File: config.mk
export PLATFORM = sky130hd
export DESIGN_NAME = rkd_top
export DESIGN_NICKNAME = d
export VERILOG_FILES = /design/src/rtl/rkd_pkg.sv /design/src/rtl/rkd_top.sv
export VERILOG_INCLUDE_DIRS = /design/src /design/src/rtl
export SDC_FILE = /design/constraint.sdc
export NUM_CORES = 1
export LEC_CHECK = 0
export BUFFER_PORTS_ARGS = -buffer_cell sky130_fd_sc_hd__buf_2
export CAP_MARGIN = 20
export CORE_MARGIN = 2
export CORE_UTILIZATION = 53
export DETAILED_ROUTE_END_ITERATION = 16
export PLACE_DENSITY = 0.7
export SLEW_MARGIN = 20
export SYNTH_ARGS = -nofsm -noshare
export SYNTH_HDL_FRONTEND = slang
export SYNTH_SLANG_ARGS = --single-unit
File: constraint.sdc
create_clock -name SYS_CLK_IN -period 53.4 [get_ports SYS_CLK_IN]
set_clock_uncertainty 0.15 [all_clocks]
set_input_delay 10.68 -clock SYS_CLK_IN [delete_from_list [all_inputs] [get_ports SYS_CLK_IN]]
set_output_delay 10.68 -clock SYS_CLK_IN [all_outputs]
set_load 0.005 [all_outputs]
File: src/rtl/rkd_params.svh
/*
 * constants of the reservation key command decoder: register offsets,
 * command field positions, completion status codes and reset values.
 * assumes: included by its bare name, before the package and the top module.
 */
`ifndef RKD_PARAMS_SVH
`define RKD_PARAMS_SVH

// register byte offsets
`define RKD_OFS_DW0     8'h00
`define RKD_OFS_CDW10   8'h04
`define RKD_OFS_DATA    8'h08
`define RKD_OFS_CMD     8'h28
`define RKD_OFS_STATUS  8'h2C
`define RKD_OFS_CQE     8'h30
`define RKD_OFS_KEY_LO  8'h34
`define RKD_OFS_KEY_HI  8'h38
`define RKD_OFS_FETCH_LO 8'h3C
`define RKD_OFS_FETCH_HI 8'h40

// command word fields
`define RKD_ACT_MSB     2
`define RKD_ACT_LSB     0
`define RKD_IEK_BIT     3
`define RKD_PU_MSB      31
`define RKD_PU_LSB      30
`define RKD_FMT_BIT     15
`define RKD_GO_BIT      0
`define RKD_KIND_BIT    1

// status register bits
`define RKD_ST_PERSIST  0
`define RKD_ST_REGD     1
`define RKD_ST_HELD     2
`define RKD_ST_CQV      3

// completion status codes
`define RKD_SC_OK       8'h00
`define RKD_SC_INVALID  8'h02
`define RKD_SC_CONFLICT 8'h83

// reset values
`define RKD_PERSIST_RST 1'b0
`define RKD_WORD_RST    32'h0000_0000

`endif

File: src/rtl/rkd_pkg.sv
/*
 * types of the reservation key command decoder.
 * assumes: nothing beyond a SystemVerilog compiler.
 */
package rkd_pkg;
    // registration action encodings
    typedef enum logic [2:0] {
        RKD_ACT_REGISTER   = 3'b000,
        RKD_ACT_UNREGISTER = 3'b001,
        RKD_ACT_REPLACE    = 3'b010
    } rkd_reg_act_e;
    // release action encodings
    typedef enum logic [2:0] {
        RKD_REL_RELEASE = 3'b000,
        RKD_REL_CLEAR   = 3'b001
    } rkd_rel_act_e;
    // persistence update encodings
    typedef enum logic [1:0] {
        RKD_PU_KEEP  = 2'b00,
        RKD_PU_RSVD  = 2'b01,
        RKD_PU_CLEAR = 2'b10,
        RKD_PU_SET   = 2'b11
    } rkd_pu_e;
    typedef logic [63:0] rkd_key_t;
endpackage

File: src/rtl/rkd_top.sv
/*
 * reservation key command decoder: AHB-Lite register slave that runs
 * registration and release commands against the held key, the persist
 * state and the reservation, and posts one completion per command.
 * assumes: single clock, async active-high reset, word-only transfers.
 */
`include "rkd_params.svh"

module rkd_top
    import rkd_pkg::*;
#(
    parameter int NWORDS = 8
) (
    // clock and reset
    input  wire logic        SYS_CLK_IN,
    input  wire logic        RST_IN,
    // AHB-Lite slave
    input  wire logic        HSEL_IN,
    input  wire logic [31:0] HADDR_IN,
    input  wire logic [1:0]  HTRANS_IN,
    input  wire logic        HWRITE_IN,
    input  wire logic [2:0]  HSIZE_IN,
    input  wire logic [31:0] HWDATA_IN,
    input  wire logic        HREADY_IN,
    output logic      [31:0] HRDATA_OUT,
    output logic             HREADYOUT_OUT,
    output logic             HRESP_OUT,
    // reservation taken elsewhere
    input  wire logic        RESV_ACQUIRE_IN,
    // completion post
    output logic             CQ_POST_OUT,
    output logic      [7:0]  CQ_STATUS_OUT,
    output logic             CQ_KIND_OUT,
    // decoded data pointer and persist state
    output logic      [63:0] FETCH_ADDR_OUT,
    output logic      [63:0] FETCH_SECOND_OUT,
    output logic             FETCH_SGL_OUT,
    output logic             PERSIST_OUT
);
    // only eight data words are decoded, refuse anything else
    if (NWORDS != 8) begin : g_nwords_check
        $error("rkd_top: NWORDS must be 8");
    end

    logic [31:0] dw0_reg, cdw10_reg;
    logic [31:0] data_reg [NWORDS];
    logic        wr_ph_reg, rd_ph_reg;
    logic [7:0]  addr_reg;
    logic [31:0] rd_mux;
    logic        persist_reg, regd_reg, held_reg, cqv_reg;
    rkd_key_t    key_reg;
    logic        go, kind, iek, key_ok, bad, ok;
    logic [2:0]  act;
    logic [1:0]  pu;
    rkd_key_t    cur_key, new_key;
    logic [7:0]  sc;
    logic        wr_fire;

    // address phase capture
    always_ff @(posedge SYS_CLK_IN or posedge RST_IN) begin
        if (RST_IN) begin
            wr_ph_reg <= 1'b0;
            rd_ph_reg <= 1'b0;
            addr_reg  <= 8'h00;
        end else if (rd_ph_reg) begin
            rd_ph_reg <= 1'b0; // one wait state ends
        end else if (HREADY_IN) begin
            wr_ph_reg <= HSEL_IN & HTRANS_IN[1] & HWRITE_IN;
            rd_ph_reg <= HSEL_IN & HTRANS_IN[1] & ~HWRITE_IN;
            addr_reg  <= HADDR_IN[7:0];
        end
    end

    assign wr_fire       = wr_ph_reg;
    assign HREADYOUT_OUT = ~rd_ph_reg;
    assign HRESP_OUT     = 1'b0;

    // command words
    always_ff @(posedge SYS_CLK_IN or posedge RST_IN) begin
        if (RST_IN) begin
            dw0_reg   <= `RKD_WORD_RST;
            cdw10_reg <= `RKD_WORD_RST;
        end else if (wr_fire) begin
            if (addr_reg == `RKD_OFS_DW0) dw0_reg <= HWDATA_IN;
            if (addr_reg == `RKD_OFS_CDW10) cdw10_reg <= HWDATA_IN;
        end
    end

    // pointer words 0..3 and key structure words 4..7
    genvar gi;
    generate
        for (gi = 0; gi < NWORDS; gi++) begin : g_data
            always_ff @(posedge SYS_CLK_IN or posedge RST_IN) begin
                if (RST_IN) begin
                    data_reg[gi] <= `RKD_WORD_RST;
                end else if (wr_fire && addr_reg == `RKD_OFS_DATA + 8'(4 * gi)) begin
                    data_reg[gi] <= HWDATA_IN;
                end
            end
        end
    endgenerate

    // command decode
    assign go    = wr_fire && addr_reg == `RKD_OFS_CMD && HWDATA_IN[`RKD_GO_BIT];
    assign kind  = HWDATA_IN[`RKD_KIND_BIT];
    assign act   = cdw10_reg[`RKD_ACT_MSB:`RKD_ACT_LSB];
    assign iek   = cdw10_reg[`RKD_IEK_BIT];
    assign pu    = cdw10_reg[`RKD_PU_MSB:`RKD_PU_LSB];
    assign cur_key = {data_reg[5], data_reg[4]};
    assign new_key = {data_reg[7], data_reg[6]};
    assign key_ok  = iek | (regd_reg & key_reg == cur_key);

    // validity and outcome of the command
    always_comb begin
        bad = 1'b0;
        ok  = key_ok;
        if (!kind) begin
            if (pu == RKD_PU_RSVD) bad = 1'b1;
            case (act)
                RKD_ACT_REGISTER:   ok = ~regd_reg | key_reg == new_key;
                RKD_ACT_UNREGISTER: ok = key_ok;
                RKD_ACT_REPLACE:    ok = key_ok;
                default:            bad = 1'b1;
            endcase
        end else begin
            case (act)
                RKD_REL_RELEASE: ok = key_ok;
                RKD_REL_CLEAR:   ok = key_ok;
                default:         bad = 1'b1;
            endcase
        end
        sc = bad ? `RKD_SC_INVALID : (ok ? `RKD_SC_OK : `RKD_SC_CONFLICT);
    end

    // key, registration and reservation state
    always_ff @(posedge SYS_CLK_IN or posedge RST_IN) begin
        if (RST_IN) begin
            key_reg  <= 64'h0;
            regd_reg <= 1'b0;
            held_reg <= 1'b0;
        end else if (go && !bad && ok) begin
            if (!kind) begin
                case (act)
                    RKD_ACT_UNREGISTER: begin
                        regd_reg <= 1'b0;
                        held_reg <= 1'b0;
                    end
                    default: begin
                        key_reg  <= new_key;
                        regd_reg <= 1'b1;
                    end
                endcase
            end else begin
                held_reg <= 1'b0;
                if (act == RKD_REL_CLEAR) regd_reg <= 1'b0;
            end
        end else if (RESV_ACQUIRE_IN && regd_reg) begin
            held_reg <= 1'b1;
        end
    end

    // persist-through-power-loss state
    always_ff @(posedge SYS_CLK_IN or posedge RST_IN) begin
        if (RST_IN) begin
            persist_reg <= `RKD_PERSIST_RST;
        end else if (go && !kind && !bad && ok) begin
            if (pu == RKD_PU_SET) persist_reg <= 1'b1;
            else if (pu == RKD_PU_CLEAR) persist_reg <= 1'b0;
        end
    end

    // completion post and sticky valid, set wins over clear
    always_ff @(posedge SYS_CLK_IN or posedge RST_IN) begin
        if (RST_IN) begin
            CQ_POST_OUT   <= 1'b0;
            CQ_STATUS_OUT <= 8'h00;
            CQ_KIND_OUT   <= 1'b0;
            cqv_reg       <= 1'b0;
        end else begin
            CQ_POST_OUT <= go;
            if (go) begin
                CQ_STATUS_OUT <= sc;
                CQ_KIND_OUT   <= kind;
                cqv_reg       <= 1'b1;
            end else if (wr_fire && addr_reg == `RKD_OFS_STATUS && HWDATA_IN[`RKD_ST_CQV]) begin
                cqv_reg <= 1'b0;
            end
        end
    end

    // pointer decode latched per command
    always_ff @(posedge SYS_CLK_IN or posedge RST_IN) begin
        if (RST_IN) begin
            FETCH_ADDR_OUT   <= 64'h0;
            FETCH_SECOND_OUT <= 64'h0;
            FETCH_SGL_OUT    <= 1'b0;
        end else if (go) begin
            FETCH_SGL_OUT    <= dw0_reg[`RKD_FMT_BIT];
            FETCH_ADDR_OUT   <= {data_reg[1], data_reg[0]};
            FETCH_SECOND_OUT <= dw0_reg[`RKD_FMT_BIT] ? 64'h0 : {data_reg[3], data_reg[2]};
        end
    end

    assign PERSIST_OUT = persist_reg;

    // read mux, unmapped reads as zero
    always_comb begin
        rd_mux = 32'h0;
        case (addr_reg)
            `RKD_OFS_DW0:      rd_mux = dw0_reg;
            `RKD_OFS_CDW10:    rd_mux = cdw10_reg;
            `RKD_OFS_STATUS:   rd_mux = {28'h0, cqv_reg, held_reg, regd_reg, persist_reg};
            `RKD_OFS_CQE:      rd_mux = {23'h0, CQ_KIND_OUT, CQ_STATUS_OUT};
            `RKD_OFS_KEY_LO:   rd_mux = key_reg[31:0];
            `RKD_OFS_KEY_HI:   rd_mux = key_reg[63:32];
            `RKD_OFS_FETCH_LO: rd_mux = FETCH_ADDR_OUT[31:0];
            `RKD_OFS_FETCH_HI: rd_mux = FETCH_ADDR_OUT[63:32];
            default: begin
                if (addr_reg >= `RKD_OFS_DATA && addr_reg < `RKD_OFS_CMD)
                    rd_mux = data_reg[3'(addr_reg[4:2] - 3'd2)];
            end
        endcase
    end

    // read data loaded in the wait state
    always_ff @(posedge SYS_CLK_IN or posedge RST_IN) begin
        if (RST_IN) HRDATA_OUT <= 32'h0;
        else if (rd_ph_reg) HRDATA_OUT <= rd_mux;
    end
endmodule

==> results by stage <==
Placed design:
- Timing analysis after detailed placement gives a worst setup slack of 39.02 ns.
- The count of port buffers added during placement is 214.
- Detailed placement finished with a half-perimeter wire length of 45500 µm.
- Routability-driven placement finished with a final weighted congestion of 0.887.

Yosys:
- Yosys printed 0 warnings.
- The post-synthesis instance total is 2046.
- The unique cell type count in the Yosys netlist is 49.
- The average instance in the mapped netlist occupies 12.7 µm².
- The share of the Yosys chip area taken by registers is 0.544.
- The post-synthesis instance area is 25900 µm².
- The dominant register cell in the synthesized netlist is dfrtp_1.
- The number of synthesized register bits is 563.
- The count of flip-flops with a built-in enable after synthesis is 0.
- The share of synthesized registers carrying an async set or reset is 1.00.

Global route:
- Entering global routing, the biggest net connects 173 pins.
- In the global route stage, overall resource usage came out at 0.284.
- The first global-routing pass estimated 109000 µm of wire.
- The remaining global-route overflow is 0.
- The initial antenna violation count came to 0.
- The number of global-route vias before repair is 17700.

Timing:
- After layout, the worst setup slack is 39.62 ns.
- The final count of pins violating max slew was 0.
- In the finished design, the share of the clock period the worst path needs comes to 0.258.
- The count of final setup violators is 0.
- Derived from the worst setup path, the maximum achievable clock frequency is 0.0725 GHz.
- The worst hold slack is 0.308 ns.
- Setup repair after global routing left no endpoint under its margin.
- For the pin with the worst max-slew slack, the measured transition is 1.10 ns.
- The number of hold violations in the final report is 0.
- Adding up every negative setup slack in the final design gives 0 ns.
- The worst path in the final design needs a cycle of 13.78 ns, including I/O delays and setup.
- The worst-case headroom to the max-slew limit is 0.267.

Die:
- The area of the die is 50700 µm².
- The floorplan has 81 rows.
- In this run the vertical extent of the chip is 225 µm.
- Pin placement for this block handled 249 I/O pins.
- From left edge to right edge, the die measures 225 µm.
- The initial cell density of the core is 0.534.
- The core area is 48500 µm².

Clocking:
- CTS built an H-tree with a depth of 2.
- TritonCTS built the clock tree.
- The count of cells resized by post-cts repair is 0.
- After clock tree synthesis, the clock-pin slew on the worst setup and hold paths is 0.06 ns.
- Once the clock tree was built, the setup fixing pass inserted 0 buffers.
- The number of clock sinks is 563.
- The number of hold buffers added after cts is 0.
- The worst-skew pair later-pin latency is 0.62 ns.
- The clock passes through at most 3 buffers.
- In this run the clock root is driven by a clkbuf_16.
- Buffers inserted during clock tree synthesis total 59.

Setup path:
- At the worst endpoint, the required time is 53.74 ns.
- The worst setup path startpoint is HWDATA_IN[0].
- The worst setup path is captured at a flip-flop.
- The startpoint identified for the worst register-to-register timing path is addr_reg[3].
- The termination of the worst setup path is key_reg[53].
- Across all register-to-register paths, the minimum setup slack is 48.73 ns.
- The endpoint arrival time on the critical path is 14.13 ns.
- The critical path launch point type is an input pin.
- The maximum fanout encountered on the critical timing path is 66.
- The capture instance of the worst register-to-register path is key_reg[53].
- The worst setup path is of the in2reg kind.
- Measured in cells, the most critical reg-to-reg path has a length of 9.

Status:
- The flow ran to the end, and the final reports show no timing, DRC or antenna violations.

Pwr:
- The static leakage is 13.6 nW.
- Of the total power, registers draw 0.491.
- Of the total power, the share spent switching nets is 0.248.
- In this run the power spent charging and discharging nets is 0.000238 W.
- The part of the total power dissipated in the clock network is 0.412.
- The total power per unit cell area is 32.8 nW/µm².
- IR analysis of the VDD net gives a maximum drop of 0.0267 mV.
- The combinational share of power is 0.097.
- The cell-internal power is 0.000723 W.

Cells and area:
- The antenna diode count is 0.
- The flip-flop count of the largest register after layout is 192.
- Relative to the synthesized area, the layout overhead comes to 13.1%.
- The area of combinational cells with multiple inputs is 11100 µm².
- The number of fill cells in the layout is 3883.
- Registers take 14100 µm².
- In the final design database the tool counted 2273 nets.
- The share of cells above drive strength 1 is 0.340.

Detailed routing:
- After detailed routing, the number of vias per cell comes to 6.13.
- Summed over all layers, the routed wires come to 71000 µm.
- Before antenna repair, the detailed router went through 5 iterations.
- The number of remaining DRC errors is 0.
- Summing over every cut layer, the via total after detailed routing is 17600.
- For this block, the initial DRC count from the detailed router was 1424.
- After detailed routing, the average wire length per cell comes to 24.8 µm.
- Once detail routing completed, the nets flagged for antenna violations numbered 0.

Worst hold path:
- The path class of the tightest hold or removal check is reg2reg.

Job:
- The tool flagged a number of max-cap violations equal to 0.
==> layer usage <==
| metal | track usage | share of wire |
|---|---|---|
| met1 | 0.415 | 0.44 |
| met2 | 0.437 | 0.46 |
| met3 | 0.0536 | 0.074 |
| met4 | 0.0808 | 0.026 |
| met5 | 0 | 0 |
==> power by group through the flow <==
stage	clock network [W]	registers (W)	logic, W
5_1_grt	0.000420	0.000475	0.000101
3_5_place_dp	0	0.000479	0.0000930
2_1_floorplan	0	0.000471	0.0000661
3_3_place_gp	0	0.000477	0.0000912
4_1_cts	0.000404	0.000472	0.0000937
6_report	0.000396	0.000472	0.0000931
==> logic make-up (layout without fill, tap and decap cells) <==
family,Yosys count,in the layout,synth area share
AOI/OAI and AO/OA,183,183,0.0564
xor gates and xnor gates,125,125,0.0423
adders and majority gates,1,1,0.000483
buffers and inverters,173,363,0.0281
DFF,563,563,0.544
muxes,480,480,0.235
other,1,6,0.000145
and+or+nand+nor,520,520,0.0937
==> worst min path at each step <==
| stage | start | depth (start not counted) | slack, ns | to |
|---|---|---|---|---|
| 6_report | FETCH_SECOND_OUT[35] | 2 | 0.31 | FETCH_SECOND_OUT[35] |
| 5_1_grt | FETCH_SECOND_OUT[32] | 2 | 0.33 | FETCH_SECOND_OUT[32] |
| 4_1_cts | FETCH_SECOND_OUT[40] | 2 | 0.32 | FETCH_SECOND_OUT[40] |
| 3_5_place_dp | FETCH_SECOND_OUT[24] | 2 | 0.30 | FETCH_SECOND_OUT[24] |
| 3_3_place_gp | FETCH_SECOND_OUT[32] | 2 | 0.29 | FETCH_SECOND_OUT[32] |
| 2_1_floorplan | cqv_reg | 2 | 0.30 | cqv_reg |
==> cell usage after synthesis (3+ instances only) <==
library cell | number | area share
dfrtp_1 | 563 | 0.54
nand2_1 | 356 | 0.052
mux2_2 | 335 | 0.15
xnor2_1 | 120 | 0.041
clkbuf_1 | 96 | 0.014
nand3b_1 | 65 | 0.019
mux4_2 | 64 | 0.056
buf_1 | 49 | 0.0071
mux2_1 | 49 | 0.021
a22oi_1 | 33 | 0.0096
a221oi_1 | 32 | 0.011
mux2i_1 | 32 | 0.012
a22o_1 | 31 | 0.010
nand4_1 | 31 | 0.0075
o21a_1 | 30 | 0.0087
o2111ai_1 | 27 | 0.0091
o21ai_0 | 16 | 0.0031
nor2_1 | 15 | 0.0022
nor4_1 | 14 | 0.0034
nand3_1 | 13 | 0.0025
inv_1 | 9 | 0.0013
buf_4 | 7 | 0.0020
buf_2 | 6 | 0.0012
buf_6 | 6 | 0.0026
nand2b_1 | 6 | 0.0014
nor3_1 | 5 | 0.00097
xor2_1 | 5 | 0.0017
o22a_1 | 3 | 0.0010
==> layout by cell type (no fill, tap or decap), types with 12 or more instances in the layout <==
cell and n:
o21a_1 30, mux2i_1 32, clkinv_2 16, buf_2 214, clkbuf_16 59, buf_4 32
nand2_1 356, clkbuf_1 14, nand3b_1 65, clkbuf_8 12, o21ai_0 16, nand3_1 13
mux2_2 335, mux4_2 64, a22o_1 31, o2111ai_1 27, xnor2_1 120, dfrtp_1 559
a221oi_1 32, a22oi_1 33, nand4_1 31, mux2_1 49
==> final cells by class <==
class,count,share of cell area
timing repair buffer,249,0.0473
tap,622,0.0266
clock buffer,85,0.0578
multi-input combinational,1315,0.380
clock inverter,20,0.00534
sequential,563,0.481
inverter,9,0.00141
==> critical path: stages <==
cell	delay [ns]
buf_2	0.22
and4_2	0.25
buf_4	0.66
nand2_1	0.23
or2_2	0.35
o31ai_2	0.11
nor4b_4	0.30
buf_4	0.84
mux2_2	0.42
==> through the flow <==
| stage | power (W) | util | instance area [µm²] | cells |
|---|---|---|---|---|
| 6_report | 0.000962 | 0.604 | 29300 | 2863 |
| 5_1_grt | 0.000996 | 0.604 | 29300 | 2863 |
| 4_1_cts | 0.000970 | 0.602 | 29200 | 2861 |
| 3_5_place_dp | 0.000573 | 0.564 | 27400 | 2756 |
| 3_3_place_gp | 0.000569 | 0.564 | 27400 | 2756 |
| 2_1_floorplan | 0.000537 | - | 25900 | 2051 |
(Power assumes the default switching activity.)
